## config.mk

```make
export PLATFORM = sky130hd
export DESIGN_NAME = can_receive_buffer_store
export DESIGN_NICKNAME = d
export VERILOG_FILES = /design/src/design/can_rx_pkg.sv /design/src/design/can_receive_buffer_store.sv
export SDC_FILE = /design/constraint.sdc
export NUM_CORES = 1
export LEC_CHECK = 0
export BUFFER_PORTS_ARGS = -buffer_cell sky130_fd_sc_hd__buf_4
export CAP_MARGIN = 20
export CELL_PAD_IN_SITES_DETAIL_PLACEMENT = 1
export CELL_PAD_IN_SITES_GLOBAL_PLACEMENT = 2
export CORE_MARGIN = 8
export CORE_UTILIZATION = 40
export CTS_CLUSTER_DIAMETER = 60
export DETAILED_ROUTE_END_ITERATION = 10
export MAX_ROUTING_LAYER = met4
export PLACE_DENSITY_LB_ADDON = 0.1
export REMOVE_ABC_BUFFERS = 1
export SLEW_MARGIN = 20
export SYNTH_ARGS = -nofsm -noshare
export SYNTH_HDL_FRONTEND = slang
export SYNTH_SLANG_ARGS = --single-unit
```

## constraint.sdc

```tcl
create_clock -name sys_clk -period 4.25 [get_ports sys_clk]
set_clock_uncertainty 0.05 [all_clocks]
set_input_delay 0.2125 -clock sys_clk [delete_from_list [all_inputs] [get_ports sys_clk]]
set_output_delay 0.2125 -clock sys_clk [all_outputs]
set_load 0.05 [all_outputs]
```

## src/design/can_rx_pkg.sv

```systemverilog
package can_rx_pkg;

  // ==========================================================
  // sizes
  localparam int NUM_SLOTS = 2;
  localparam int NUM_FILTERS = 6;
  localparam int DATA_BYTES = 8;
  localparam int SLOT_WORDS = 13;
  localparam int FILT_WORDS = 4;
  localparam int ADDR_W = 12;

  // ==========================================================
  // register map, byte addresses
  localparam logic [11:0] OFS_SLOT0_CTRL = 12'h000;
  localparam logic [11:0] OFS_SLOT1_CTRL = 12'h004;
  localparam logic [11:0] OFS_FAULT_CNT = 12'h008;
  localparam logic [11:0] OFS_ERR_FLAGS = 12'h00C;
  // slot n word w at 0x080 + n*0x040 + w*4
  localparam logic [4:0] SLOT_REGION = 5'h01;
  // filter f word w at 0x100 + f*0x010 + w*4
  localparam logic [3:0] FILT_REGION = 4'h1;
  localparam logic [3:0] SLOT_IDX_BASE_HI = 4'h0;
  localparam logic [3:0] SLOT_IDX_BASE_LO = 4'h1;
  localparam logic [3:0] SLOT_IDX_EXT_HI = 4'h2;
  localparam logic [3:0] SLOT_IDX_EXT_LO = 4'h3;
  localparam logic [3:0] SLOT_IDX_LEN = 4'h4;
  localparam logic [3:0] SLOT_IDX_DATA0 = 4'h5;
  localparam logic [3:0] SLOT_IDX_LIMIT = 4'hD;
  localparam logic [2:0] FILT_IDX_LIMIT = 3'h6;
  localparam logic [1:0] FILT_IDX_BASE_LO = 2'h1;

  // ==========================================================
  // field positions and masks
  localparam int CTRL_FULL_BIT = 7;
  localparam int CTRL_MODE_HI = 6;
  localparam int CTRL_MODE_LO = 5;
  localparam int CTRL_RTR_BIT = 3;
  localparam int CTRL_DBEN_BIT = 2;
  localparam int CTRL_BRANCH_BIT = 1;
  localparam int CTRL_HIT0_BIT = 0;
  localparam int SIDL_SRR_BIT = 4;
  localparam int SIDL_EXT_BIT = 3;
  localparam int LEN_RTR_BIT = 6;
  localparam int ERR_OVF0_BIT = 7;
  localparam int ERR_OVF1_BIT = 6;
  localparam int ERR_PASSIVE_BIT = 3;
  localparam logic [7:0] SIDL_SLOT_MASK = 8'hFB;
  localparam logic [7:0] SIDL_FILT_MASK = 8'hEB;
  localparam logic [7:0] LEN_MASK = 8'h4F;
  localparam logic [7:0] BYTE_ALL = 8'hFF;
  localparam logic [28:0] STD_ID_MASK = 29'h1FFC0000;
  localparam logic [2:0] HIT_LAST_VALID = 3'h5;

  // ==========================================================
  // receive fault counter
  localparam logic [7:0] REC_PASSIVE_LIMIT = 8'h7F;
  localparam logic [7:0] REC_RELOAD = 8'h77;
  localparam logic [7:0] REC_MAX = 8'hFF;
  localparam logic [8:0] REC_STEP_SMALL = 9'h001;
  localparam logic [8:0] REC_STEP_LARGE = 9'h008;

  localparam logic [1:0] RESP_OKAY = 2'h0;
  localparam logic [1:0] RESP_SLVERR = 2'h2;

  // ==========================================================
  // types
  typedef enum logic [1:0] {
    MODE_ALL_VALID = 2'h0,
    MODE_STD_ONLY = 2'h1,
    MODE_EXT_ONLY = 2'h2,
    MODE_ANY = 2'h3
  } acceptance_mode_e;

  typedef enum logic [2:0] {
    SEL_NONE, SEL_CTRL0, SEL_CTRL1, SEL_FAULT, SEL_ERRFLAGS, SEL_SLOT, SEL_FILT
  } reg_kind_e;

  typedef struct packed {
    reg_kind_e kind;
    logic slot;
    logic [3:0] idx;
    logic [2:0] filt;
  } reg_sel_s;

  // standard identifiers sit in ident[28:18]
  typedef struct packed {
    logic [28:0] ident;
    logic ext;
    logic rtr;
    logic [3:0] length_code;
    logic [63:0] payload;
    logic errored;
  } rx_frame_s;

endpackage

```

## src/design/can_receive_buffer_store.sv

```systemverilog
// Overview of operation
// RULE1 - full flag at bit 7, set on store
// RULE2 - software clears full flag after reading
// RULE3 - two-bit mode selects which messages accepted
// RULE4 - bit 3 shows stored remote request
// RULE5 - dual enable spills slot 0 overflow
// RULE6 - bit 1 mirrors dual enable
// RULE7 - slot 0 bit 0 names hit filter
// RULE8 - slot 1 three-bit hit index, 6-7 reserved
// RULE9 - hit index 0/1 only via spill
// RULE10 - identifier bytes follow fixed bit layout
// RULE11 - low byte bit 3 marks extended frame
// RULE12 - bit 4 substitute remote, zero when extended
// RULE13 - length code 0-8 valid, above invalid
// RULE14 - length byte bit 6 remote, 5:4 zero
// RULE15 - eight payload bytes per slot, in order
// RULE16 - fault counter above 127 means passive
// RULE17 - fault counter never causes bus-off
// RULE18 - software loads filters in identifier layout
// RULE19 - filter bit 3 selects frame type
// RULE20 - unimplemented bits read zero
// RULE21 - full and mode bits independent per slot
// RULE22 - slot 1 overrun flag on full arrival
// RULE23 - store only into free slot on match
// RULE24 - slot 0 first; filters 0-1 vs 2-5
`timescale 1ns/1ps
module can_receive_buffer_store
  import can_rx_pkg::*;
(
  input wire logic sys_clk,
  input wire logic reset_n,
  input wire logic awvalid,
  output logic awready,
  input wire logic [ADDR_W-1:0] awaddr,
  input wire logic wvalid,
  output logic wready,
  input wire logic [31:0] wdata,
  input wire logic [3:0] wstrb,
  output logic bvalid,
  input wire logic bready,
  output logic [1:0] bresp,
  input wire logic arvalid,
  output logic arready,
  input wire logic [ADDR_W-1:0] araddr,
  output logic rvalid,
  input wire logic rready,
  output logic [31:0] rdata,
  output logic [1:0] rresp,
  input wire logic frame_valid,
  input wire rx_frame_s frame,
  input wire logic [28:0] slot0_mask_bits,
  input wire logic [28:0] slot1_mask_bits,
  input wire logic rec_step_small,
  input wire logic rec_step_large,
  input wire logic rec_good_frame,
  output logic error_passive,
  output logic [NUM_SLOTS-1:0] slot_occupied_flag,
  output logic slot1_overrun_flag
);

  // ==========================================================
  // helpers
  function automatic reg_sel_s decode(input logic [ADDR_W-1:0] a);
    reg_sel_s s;
    s.kind = SEL_NONE;
    s.slot = a[6];
    s.idx = a[5:2];
    s.filt = a[6:4];
    if (a == OFS_SLOT0_CTRL) begin
      s.kind = SEL_CTRL0;
    end else if (a == OFS_SLOT1_CTRL) begin
      s.kind = SEL_CTRL1;
    end else if (a == OFS_FAULT_CNT) begin
      s.kind = SEL_FAULT;
    end else if (a == OFS_ERR_FLAGS) begin
      s.kind = SEL_ERRFLAGS;
    end else if (a[11:7] == SLOT_REGION && a[1:0] == 2'h0 && a[5:2] < SLOT_IDX_LIMIT) begin
      s.kind = SEL_SLOT;
    end else if (a[11:8] == FILT_REGION && a[7] == 1'b0 && a[1:0] == 2'h0
                 && a[6:4] < FILT_IDX_LIMIT) begin
      s.kind = SEL_FILT;
    end
    return s;
  endfunction

  function automatic logic mode_ok(input logic [1:0] m, input logic ext, input logic err);
    logic ok;
    ok = 1'b0;
    unique case (acceptance_mode_e'(m))
      MODE_ANY: ok = 1'b1;
      MODE_EXT_ONLY: ok = !err && ext;
      MODE_STD_ONLY: ok = !err && !ext;
      MODE_ALL_VALID: ok = !err;
    endcase
    return ok;
  endfunction

  function automatic logic [7:0] slot_wmask(input logic [3:0] idx);
    logic [7:0] m;
    m = BYTE_ALL;
    if (idx == SLOT_IDX_BASE_LO) begin
      m = SIDL_SLOT_MASK;
    end else if (idx == SLOT_IDX_LEN) begin
      m = LEN_MASK;
    end
    return m;
  endfunction

  // ==========================================================
  // state
  logic [7:0] slot_reg_ff [NUM_SLOTS][SLOT_WORDS];
  logic [7:0] filt_reg_ff [NUM_FILTERS][FILT_WORDS];
  logic [NUM_SLOTS-1:0] full_ff;
  logic [1:0] mode_ff [NUM_SLOTS];
  logic [NUM_SLOTS-1:0] rtr_ro_ff;
  logic dben_ff;
  logic hit0_ff;
  logic [2:0] hit1_ff;
  logic ovf0_ff;
  logic ovf1_ff;
  logic [7:0] rec_ff;
  logic aw_held_ff;
  logic w_held_ff;
  logic [ADDR_W-1:0] aw_addr_ff;
  logic [7:0] w_data_ff;
  logic w_strb_ff;
  logic bvalid_ff;
  logic [1:0] bresp_ff;
  logic rvalid_ff;
  logic [31:0] rdata_ff;
  logic [1:0] rresp_ff;

  // ==========================================================
  // acceptance
  logic [28:0] filt_id [NUM_FILTERS];
  logic [NUM_FILTERS-1:0] filt_ext;
  logic [NUM_FILTERS-1:0] filt_hit;

  genvar gf;
  generate
    for (gf = 0; gf < NUM_FILTERS; gf++) begin : g_filt
      logic [28:0] diff;
      assign filt_id[gf] = {filt_reg_ff[gf][0], filt_reg_ff[gf][1][7:5],
                            filt_reg_ff[gf][1][1:0], filt_reg_ff[gf][2], filt_reg_ff[gf][3]};
      assign filt_ext[gf] = filt_reg_ff[gf][1][SIDL_EXT_BIT];
      assign diff = (frame.ident ^ filt_id[gf]) & (gf < 2 ? slot0_mask_bits : slot1_mask_bits);
      // frame type must match filter select; standard compares 11 bits only
      assign filt_hit[gf] = (filt_ext[gf] == frame.ext) &&                     // [RULE19]
                            ((frame.ext ? diff : diff & STD_ID_MASK) == 29'h0);
    end
  endgenerate

  logic hit0_any;
  logic hit0_idx;
  logic hit1_any;
  logic [2:0] hit1_idx;
  logic ok0;
  logic ok1;
  logic spill;
  logic want1;
  logic [2:0] store1_idx;
  logic [NUM_SLOTS-1:0] take;
  logic ovf0_set;
  logic ovf1_set;

  always_comb begin
    hit1_idx = 3'h2;
    for (int f = NUM_FILTERS - 1; f >= 2; f--) begin
      if (filt_hit[f]) begin
        hit1_idx = 3'(f);
      end
    end
  end

  assign hit0_any = filt_hit[0] | filt_hit[1];                                 // [RULE24]
  assign hit0_idx = !filt_hit[0];
  assign hit1_any = |filt_hit[NUM_FILTERS-1:2];
  assign ok0 = mode_ok(mode_ff[0], frame.ext, frame.errored);                  // [RULE3]
  assign ok1 = mode_ok(mode_ff[1], frame.ext, frame.errored);
  assign spill = frame_valid && hit0_any && ok0 && full_ff[0] && dben_ff;      // [RULE5]
  assign want1 = ok1 && (spill || (frame_valid && !(hit0_any && ok0) && hit1_any));
  assign store1_idx = spill ? {2'b00, hit0_idx} : hit1_idx;                    // [RULE9]
  assign take[0] = frame_valid && hit0_any && ok0 && !full_ff[0];              // [RULE23]
  assign take[1] = want1 && !full_ff[1];
  assign ovf0_set = frame_valid && hit0_any && ok0 && full_ff[0] && !dben_ff;
  assign ovf1_set = want1 && full_ff[1];                                       // [RULE22]

  // ==========================================================
  // captured image of the frame
  logic [7:0] cap_byte [SLOT_WORDS];

  always_comb begin
    cap_byte[SLOT_IDX_BASE_HI] = frame.ident[28:21];                           // [RULE10]
    cap_byte[SLOT_IDX_BASE_LO] = {frame.ident[20:18], !frame.ext && frame.rtr, // [RULE12]
                                  frame.ext, 1'b0, frame.ident[17:16]};        // [RULE11]
    cap_byte[SLOT_IDX_EXT_HI] = frame.ident[15:8];
    cap_byte[SLOT_IDX_EXT_LO] = frame.ident[7:0];
    cap_byte[SLOT_IDX_LEN] = {1'b0, frame.rtr, 2'b00, frame.length_code}; // [RULE13] [RULE14]
    for (int b = 0; b < DATA_BYTES; b++) begin
      cap_byte[int'(SLOT_IDX_DATA0) + b] = frame.payload[8*b +: 8];            // [RULE15]
    end
  end

  // ==========================================================
  // bus write side
  reg_sel_s wr_sel;
  logic wr_go;
  logic wr_ok;
  logic [NUM_SLOTS-1:0] wr_ctrl;

  assign wr_sel = decode(aw_addr_ff);
  assign wr_go = aw_held_ff && w_held_ff && !bvalid_ff;
  assign wr_ok = wr_go && w_strb_ff;
  assign wr_ctrl[0] = wr_ok && wr_sel.kind == SEL_CTRL0;
  assign wr_ctrl[1] = wr_ok && wr_sel.kind == SEL_CTRL1;
  assign awready = !aw_held_ff && !bvalid_ff;
  assign wready = !w_held_ff && !bvalid_ff;

  always_ff @(posedge sys_clk or negedge reset_n) begin
    if (!reset_n) begin
      aw_held_ff <= 1'b0;
      aw_addr_ff <= '0;
    end else if (awvalid && awready) begin
      aw_held_ff <= 1'b1;
      aw_addr_ff <= awaddr;
    end else if (wr_go) begin
      aw_held_ff <= 1'b0;
    end
  end

  always_ff @(posedge sys_clk or negedge reset_n) begin
    if (!reset_n) begin
      w_held_ff <= 1'b0;
      w_data_ff <= '0;
      w_strb_ff <= 1'b0;
    end else if (wvalid && wready) begin
      w_held_ff <= 1'b1;
      w_data_ff <= wdata[7:0];
      w_strb_ff <= wstrb[0];
    end else if (wr_go) begin
      w_held_ff <= 1'b0;
    end
  end

  always_ff @(posedge sys_clk or negedge reset_n) begin
    if (!reset_n) begin
      bvalid_ff <= 1'b0;
      bresp_ff <= RESP_OKAY;
    end else if (wr_go) begin
      bvalid_ff <= 1'b1;
      bresp_ff <= (wr_sel.kind == SEL_NONE) ? RESP_SLVERR : RESP_OKAY;
    end else if (bready) begin
      bvalid_ff <= 1'b0;
    end
  end

  // ==========================================================
  // slot storage and control
  genvar gs;
  generate
    for (gs = 0; gs < NUM_SLOTS; gs++) begin : g_slot
      always_ff @(posedge sys_clk or negedge reset_n) begin
        if (!reset_n) begin
          for (int w = 0; w < SLOT_WORDS; w++) begin
            slot_reg_ff[gs][w] <= '0;
          end
        end else if (take[gs]) begin
          for (int w = 0; w < SLOT_WORDS; w++) begin
            slot_reg_ff[gs][w] <= cap_byte[w];
          end
        end else if (wr_ok && wr_sel.kind == SEL_SLOT && wr_sel.slot == 1'(gs)) begin
          slot_reg_ff[gs][wr_sel.idx] <= w_data_ff & slot_wmask(wr_sel.idx);   // [RULE20]
        end
      end

      // store sets, software write of zero clears; store wins
      always_ff @(posedge sys_clk or negedge reset_n) begin
        if (!reset_n) begin
          full_ff[gs] <= 1'b0;
        end else if (take[gs]) begin
          full_ff[gs] <= 1'b1;                                                 // [RULE1]
        end else if (wr_ctrl[gs] && !w_data_ff[CTRL_FULL_BIT]) begin
          full_ff[gs] <= 1'b0;                                                 // [RULE2]
        end
      end

      always_ff @(posedge sys_clk or negedge reset_n) begin
        if (!reset_n) begin
          mode_ff[gs] <= MODE_ALL_VALID;
        end else if (wr_ctrl[gs]) begin
          mode_ff[gs] <= w_data_ff[CTRL_MODE_HI:CTRL_MODE_LO];                // [RULE21]
        end
      end

      always_ff @(posedge sys_clk or negedge reset_n) begin
        if (!reset_n) begin
          rtr_ro_ff[gs] <= 1'b0;
        end else if (take[gs]) begin
          rtr_ro_ff[gs] <= frame.rtr;                                          // [RULE4]
        end
      end
    end
  endgenerate

  always_ff @(posedge sys_clk or negedge reset_n) begin
    if (!reset_n) begin
      dben_ff <= 1'b0;
    end else if (wr_ctrl[0]) begin
      dben_ff <= w_data_ff[CTRL_DBEN_BIT];
    end
  end

  always_ff @(posedge sys_clk or negedge reset_n) begin
    if (!reset_n) begin
      hit0_ff <= 1'b0;
      hit1_ff <= '0;
    end else begin
      if (take[0]) begin
        hit0_ff <= hit0_idx;                                                   // [RULE7]
      end
      if (take[1]) begin
        hit1_ff <= store1_idx;                                                 // [RULE8]
      end
    end
  end

  // ==========================================================
  // filters and error flags
  always_ff @(posedge sys_clk or negedge reset_n) begin
    if (!reset_n) begin
      for (int f = 0; f < NUM_FILTERS; f++) begin
        for (int w = 0; w < FILT_WORDS; w++) begin
          filt_reg_ff[f][w] <= '0;
        end
      end
    end else if (wr_ok && wr_sel.kind == SEL_FILT) begin
      filt_reg_ff[wr_sel.filt][wr_sel.idx[1:0]] <=
        (wr_sel.idx[1:0] == FILT_IDX_BASE_LO) ? (w_data_ff & SIDL_FILT_MASK) : w_data_ff;
    end
  end

  // overflow flags: set wins over a software write of zero
  always_ff @(posedge sys_clk or negedge reset_n) begin
    if (!reset_n) begin
      ovf0_ff <= 1'b0;
      ovf1_ff <= 1'b0;
    end else begin
      if (ovf0_set) begin
        ovf0_ff <= 1'b1;
      end else if (wr_ok && wr_sel.kind == SEL_ERRFLAGS && !w_data_ff[ERR_OVF0_BIT]) begin
        ovf0_ff <= 1'b0;
      end
      if (ovf1_set) begin
        ovf1_ff <= 1'b1;                                                       // [RULE22]
      end else if (wr_ok && wr_sel.kind == SEL_ERRFLAGS && !w_data_ff[ERR_OVF1_BIT]) begin
        ovf1_ff <= 1'b0;
      end
    end
  end

  // ==========================================================
  // receive fault counter
  logic [8:0] rec_sum;

  assign rec_sum = {1'b0, rec_ff} + (rec_step_large ? REC_STEP_LARGE : REC_STEP_SMALL);

  always_ff @(posedge sys_clk or negedge reset_n) begin
    if (!reset_n) begin
      rec_ff <= '0;
    end else if (rec_step_large || rec_step_small) begin
      rec_ff <= rec_sum[8] ? REC_MAX : rec_sum[7:0];
    end else if (rec_good_frame) begin
      if (rec_ff > REC_PASSIVE_LIMIT) begin
        rec_ff <= REC_RELOAD;
      end else if (rec_ff != 8'h00) begin
        rec_ff <= rec_ff - 8'h01;
      end
    end
  end

  // passive only; there is deliberately no bus-off path from this count
  assign error_passive = rec_ff > REC_PASSIVE_LIMIT;                           // [RULE16] [RULE17]

  // ==========================================================
  // bus read side
  logic [7:0] ctrl_byte [NUM_SLOTS];
  logic [7:0] rd_byte;
  reg_sel_s rd_sel;

  always_comb begin
    ctrl_byte[0] = {full_ff[0], mode_ff[0], 1'b0, rtr_ro_ff[0], dben_ff,
                    dben_ff, hit0_ff};                                          // [RULE6]
    ctrl_byte[1] = {full_ff[1], mode_ff[1], 1'b0, rtr_ro_ff[1], hit1_ff};      // [RULE20]
  end

  assign rd_sel = decode(araddr);

  always_comb begin
    rd_byte = 8'h00;
    unique case (rd_sel.kind)
      SEL_CTRL0: rd_byte = ctrl_byte[0];
      SEL_CTRL1: rd_byte = ctrl_byte[1];
      SEL_FAULT: rd_byte = rec_ff;
      SEL_ERRFLAGS: rd_byte = {ovf0_ff, ovf1_ff, 2'b00, error_passive, 3'b000};
      SEL_SLOT: rd_byte = slot_reg_ff[rd_sel.slot][rd_sel.idx];
      SEL_FILT: rd_byte = filt_reg_ff[rd_sel.filt][rd_sel.idx[1:0]];
      SEL_NONE: rd_byte = 8'h00;
    endcase
  end

  assign arready = !rvalid_ff;

  always_ff @(posedge sys_clk or negedge reset_n) begin
    if (!reset_n) begin
      rvalid_ff <= 1'b0;
      rdata_ff <= '0;
      rresp_ff <= RESP_OKAY;
    end else if (arvalid && arready) begin
      rvalid_ff <= 1'b1;
      rdata_ff <= {24'h000000, rd_byte};
      rresp_ff <= (rd_sel.kind == SEL_NONE) ? RESP_SLVERR : RESP_OKAY;
    end else if (rready) begin
      rvalid_ff <= 1'b0;
    end
  end

  assign bvalid = bvalid_ff;
  assign bresp = bresp_ff;
  assign rvalid = rvalid_ff;
  assign rdata = rdata_ff;
  assign rresp = rresp_ff;
  assign slot_occupied_flag = full_ff;
  assign slot1_overrun_flag = ovf1_ff;
endmodule

```

-- Yosys cells after proc, flatten, opt, wreduce, memory -nomap -nowiden
Index checks and enable logic that the tools add are counted.
W data, S select, Z words.
- bits of input ports: 229
- register bits after elaboration: 460
- output and inout bits: 45
- logic and storage cells: 328
- reduce and logical (&&, ||, !) cells: 97
- bitwise operators: 25
- multiplexer cells: 81
- add/sub/neg operators: 2
- magnitude comparators: 15
- equal/unequal tests: 36
- operators with widths (cell ; number):
    $mux W104 ; 7
    $bwmux W104 ; 2
    $bwmux W192 ; 1
    $and A29 B29 Y29 ; 6
    $logic_not A29 Y1 ; 6
    $xor A29 B29 Y29 ; 6
    $mux W8 ; 17
    $mux W18 ; 6
    $bmux W32 S3 ; 1
    $demux W32 S3 ; 1
    $mux W32 ; 3
    $pmux W8 S7 ; 1
    $logic_and A1 B1 Y1 ; 53
    $mux W3 ; 17
    $eq A12 B4 Y1 const B ; 4
    $bmux W8 S4 ; 1
    $demux W8 S4 ; 1
    $eq A12 B3 Y1 const B ; 2
    $logic_not A12 Y1 ; 2
    $reduce_bool A2 Y1 ; 11
    $eq A3 B3 Y1 const B ; 6
    $and A8 B8 Y8 ; 2
    $bmux W8 S2 ; 1
    $demux W8 S2 ; 1
    other kinds (39) ; 98

-- Depth between registers and ports, before layout
- word-level depth: 19
- depth in mapped cells: 13

-- Worst setup path after synthesis
No wires, ideal clock.
- path type: register to register
- start: reg aw_addr_ff[4]
- end: reg slot_reg_ff[42] (netlist bit)
- setup slack: 880 ps
- arrival: 3196 ps
- path buffers: 2
- stages on the path, launching flop included: 11
- data required time: 4075 ps
- setup time: 125 ps
- cell sequence: dfrtp_1 -> clkbuf_1 -> or3_1 -> clkbuf_1 -> or4_1 -> a21o_1 -> a211oi_4 -> nand3_4 -> nor3_2 -> mux2_2 -> mux2_2
- longest elaborated chain between the ends: 12
- elaborated cells between the ends (all ways): 32
- classes of those cells: order compare (4); eq/ne (5); mux (14); bitwise (2); reduce/logical (7)
- RTL lines (item ; line ; RTL):
    from (decl) ; can_receive_buffer_store.sv:124 ; logic [ADDR_W-1:0] aw_addr_ff;
    from (signal assigned) ; can_receive_buffer_store.sv:225 ; aw_addr_ff <= awaddr;
    $lt A3 B3 Y1 ; can_receive_buffer_store.sv:80 ; && a[6:4] < FILT_IDX_LIMIT) begin
    $logic_and A1 B1 Y1 ; can_receive_buffer_store.sv:80 ;
    $mux W3 ; can_receive_buffer_store.sv:79 ; end else if (a[11:8] == FILT_REGION && a[7] == 1'b0 && a[1:0] == 2'h0
    $mux W3 ; can_receive_buffer_store.sv:77 ; end else if (a[11:7] == SLOT_REGION && a[1:0] == 2'h0 && a[5:2] < SLOT_IDX_LIMIT) begin
    $mux W3 ; can_receive_buffer_store.sv:75 ; end else if (a == OFS_ERR_FLAGS) begin
    $mux W3 ; can_receive_buffer_store.sv:73 ; end else if (a == OFS_FAULT_CNT) begin
    $mux W3 ; can_receive_buffer_store.sv:71 ; end else if (a == OFS_SLOT1_CTRL) begin
    $mux W3 ; can_receive_buffer_store.sv:69 ; if (a == OFS_SLOT0_CTRL) begin
    $eq A3 B3 Y1 ; can_receive_buffer_store.sv:271 ; end else if (wr_ok && wr_sel.kind == SEL_SLOT && wr_sel.slot == 1'(gs)) begin
    $logic_and A1 B1 Y1 (2 in a row) ; can_receive_buffer_store.sv:271 ;
    $reduce_bool A2 Y1 (no source line) ; n/a ;
    to (signal, indexed assignment) ; can_receive_buffer_store.sv:269 ; slot_reg_ff[gs][w] <= cap_byte[w];
    to (signal, indexed assignment) ; can_receive_buffer_store.sv:272 ; slot_reg_ff[gs][wr_sel.idx] <= w_data_ff & slot_wmask(wr_sel.idx);
    to (decl) ; can_receive_buffer_store.sv:111 ; logic [7:0] slot_reg_ff [NUM_SLOTS][SLOT_WORDS];
Several ways; a longest one is shown, not always the timed one. The select of a mux whose other input is x is not followed.
A chain may end at the register's enable or synchronous reset.

-- Worst setup path in the final report
- start: reg aw_addr_ff[4]
- end: reg slot_reg_ff[39] (netlist bit)
The elaborated chain is that of the path after synthesis.

==> flow_metrics.py <==
metrics = {
    "synthesis": {
        "synth-seq-cells": 458,
        "synth_compound_area_share_pct": 9.56,
        "synthesized_instance_count": 2383,
        "post_synth_edffs": 0,
        "mappedNetlistArea_um2": 26500,
        "postSynth.asyncResetShare_pct": 100,
        "synth-xor-area-share_pct": 5.82,
        "syn-mean-instance-area_um2": 11.1,
        "synth.distinct_cells": 65,
        "synth_flop_cell": "dfrtp_1",
        "post_synth_and_or_nand_nor_area_fraction_pct": 8.78,
        "ys_warn_count": 0,
        "synth_fa_ha_area_share_pct": 0.236,
        "synth.area.mux_share_pct": 28.1,
        "synth_seq_area_share_pct": 43.3,
        "largest_family_of_logic_cells_by_synthesized_area": "multiplexers",
    },
    "power": {
        "power_frac_comb_pct": 22.3,
        "vdd_drop_max_mv": 0.310,
        "leakage_nw": 15.1,
        "switching_share_of_power_pct": 34.3,
        "portion_of_total_power_attributed_to_sequential_cells_pct": 38.6,
        "total_switching_power_mw": 4.55,
        "share_of_power_burned_in_the_clock_network_pct": 39.1,
        "cell_internal_pwr_mw": 8.72,
        "power_per_unit_of_standard_cell_area_nw_per_um2": 408,
    },
    "sta": {
        "grt_setup_unrepaired": "no",
        "timing_worst_slew_pin_value_ns": 1.18,
        "post-route-period-util_pct": 89.4,
        "finalCriticalPeriod_ns": 3.80,
        "max_slew_margin_pct": 21.6,
        "final_hold_viol_count": 0,
        "report.final.slew_viol_count": 0,
        "fmaxAchievable_ghz": 0.263,
        "finalSetupViolations": 0,
    },
    "clock_network": {
        "cts.hold.buffers_added": 128,
        "ctsHtreeMaxLevel": 2,
        "cts_resized": 0,
        "cts-buffers-inserted": 58,
        "clock_sinks": 458,
        "cts_max_path_buffers": 3,
        "cts-root-buf": "clkbuf_16",
        "cts_setup_buffers": 0,
        "cts_tree": "done",
        "clkTransAtPathRegs_ns": 0.06,
        "insertion_delay_ns": 0.62,
    },
    "floorplan": {
        "count_of_pins_on_the_block_boundary": 274,
        "initial_util_pct": 40.3,
        "core.rowCount": 94,
        "die_w_um": 273,
        "die_height_um": 273,
        "die_area_um2": 74700,
        "floorplan.core_area_um2": 65600,
    },
    "setup_path": {
        "critPathArrivalTime_ns": 4.26,
        "path_delay_family": "simple AND/OR/NAND/NOR gates",
        "cp_common_cell": "mux2_2",
        "cpMaxStageDelayCell": "or3_1",
        "timing_worst_setup_path_type": "register to register",
        "worst_setup_path_start_kind": "register",
        "worstSetupEndpointType": "register",
        "critPathMaxStageDelay_ns": 0.55,
        "timing.critical_path.cells": "or3_1 -> or4_1 -> a21o_1 -> a211oi_4 -> and3_1 -> nand2_1 -> mux2_2 -> mux2_2",
        "cp_max_fo": 9,
        "timing.critical_path.required_ns": 4.71,
        "worstPathBufferInverterCount": 0,
    },
    "drt": {
        "drtIter0Drc": 1609,
        "detail_route.wirelength_um": 104000,
        "avgViaCountPerCell": 5.86,
        "remaining_drc_errors": 0,
        "detailroute.wirelength.met3_um": 5500,
        "met1Wirelength_um": 44000,
        "first_pass_iters": 8,
        "ant_nets": 0,
        "routed.top_layer": "met4",
        "via_count_of_the_routed_design": 21046,
        "avgRoutedWirePerCell_um": 29.0,
        "met2WireLength_um": 51200,
    },
    "global_route": {
        "grt_antenna_before_repair": 2,
        "grt_start_max_net_pins": 117,
        "first_pass_grt_wire_length_um": 155000,
        "grtUsageTotal_pct": 28.4,
        "grt_overflow": 0,
        "grt_pass1_vias": 22894,
    },
    "final_layout": {
        "layout_commonest_cell": "dfrtp_1",
        "finalNonFillerCells": 3594,
        "layout.nets": 2920,
        "mostFrequentLayoutCells": "dfrtp_1, mux2_2, buf_4, mux2i_1, xor2_1",
        "layout_cells_sized_above_1_pct": 30.9,
        "final_cell_area_um2": 32500,
        "area_growth_syn_to_layout_pct": 22.8,
    },
    "status": {
        "run_status": "finished clean",
    },
    "job": {
        "drv_cap": 0,
    },
    "place": {
        "post-place-cells": 3361,
        "place_hpwl_um": 74100,
        "dpl-instance-area_um2": 29200,
        "place_congestion": 0.926,
        "io_buffer_count": 220,
    },
    "min_path": {
        "min_path_type": "primary input to async pin",
    },
}
==> layout make-up <==
class,count,area [um2]
antenna,1,2.50
multi-input combinational,1683,14000
inverter,53,199
tap,864,1080
timing repair buffer,432,3770
sequential,458,11500
clock inverter,18,288
fill,6963,33100
clock buffer,85,1690
==> worst reg2reg max path, cell delays in order, from the launching register on <==
cell      delay [ns]
dfrtp_1         0.46
or3_1           0.55
or4_1           0.48
a21o_1          0.23
a211oi_4        0.36
and3_1          0.37
nand2_1         0.48
mux2_2          0.47
mux2_2          0.26
==> sequential cells by signal (all words and copies together), names as in the netlist <==
signal / count
rdata: 8
ovf0_ff: 1
w_strb_ff: 1
ctrl_byte: 6
w_data_ff: 8
rvalid: 1
filt_reg_ff: 12
slot1_overrun_flag: 1
aw_held_ff: 1
slot_occupied_flag: 2
filt_id: 174
bvalid: 1
aw_addr_ff: 12
hit0_ff: 1
filt_ext: 6
rresp: 1
hit1_ff: 3
slot_reg_ff: 208
w_held_ff: 1
rec_ff: 8
dben_ff: 1
bresp: 1
==> routing by layer <==
layer  up-vias  track usage (%)
met1     11028             36.4
met5         -                -
met4         0             9.41
met2       625             46.3
li1       9210                -
met3       183             3.83
==> worst paths after layout <==
kind | slack (ns) | startpoint | end | cells past startpoint
min reg2reg | 0.43 | rdata[0] | rdata[0] | 2
max in group asynchronous | 2.91 | reset_n | aw_addr_ff[5] | 4
max | 0.45 | aw_addr_ff[4] | slot_reg_ff[39] | 8
min | 0.05 | reset_n | filt_id[143] | 2
min in group sys_clk | 0.05 | rec_good_frame | rec_ff[3] | 4
max reg2reg | 0.45 | aw_addr_ff[4] | slot_reg_ff[39] | 8
==> synthesized netlist by cell type (10+ instances only) <==
library cell / number / share of area [%]
buf_1: 32 / 0.45
buf_4: 28 / 0.79
dfrtp_1: 458 / 43
nor2b_1: 22 / 0.52
a31oi_1: 23 / 0.54
clkbuf_1: 146 / 2.1
o22ai_1: 28 / 0.66
o21ai_0: 116 / 2.2
o211ai_1: 12 / 0.34
and3_1: 14 / 0.33
nor3_1: 23 / 0.43
nand2_1: 169 / 2.4
a222oi_1: 12 / 0.45
nand3_1: 24 / 0.45
nor3_2: 15 / 0.57
mux4_2: 75 / 6.4
a22oi_1: 70 / 2.0
nand4_1: 17 / 0.40
mux2_2: 337 / 14
nor2_1: 122 / 1.7
mux2i_1: 195 / 7.4
or3_1: 16 / 0.38
xor2_1: 175 / 5.8
and2_1: 10 / 0.24
inv_1: 53 / 0.75
a21oi_1: 66 / 1.2
==> stage by stage <==
stage,total power [mW],setup TNS (ns),setup WS [ns],hold slack (ns),util (%)
finish,13.3,0,0.452,0.0466,49.5
global route,13.8,0,0.320,0.0636,49.5
CTS,13.4,0,0.423,0.0165,49.5
detailed placement,8.03,0,0.507,0.349,44.5
global placement,7.96,0,0.486,0.333,44.5
floorplan,6.38,-515.04,-3.54,-0.133,-
==> cells by family (layout without fill, tap and decap cells) <==
family | count (synthesis) | count (layout)
adder cells (fa/ha/maj) | 5 | 5
AND/OR/NAND/NOR | 475 | 475
flip-flops | 458 | 458
other | 1 | 27
buffers and inverters | 267 | 588
multiplexers | 607 | 607
XOR/XNOR | 176 | 176
AO/OA/AOI/OAI | 394 | 394
==> power by group through the flow <==
stage / clock network [mW] / registers, mW / logic, mW
after floorplan: 0 / 5.19 / 1.19
after global placement: 0 / 5.17 / 2.79
after detailed placement: 0 / 5.19 / 2.83
after CTS: 5.29 / 5.12 / 2.95
after global routing: 5.45 / 5.16 / 3.14
final: 5.19 / 5.12 / 2.96
No activity file was read; power rests on OpenSTA's default activity.
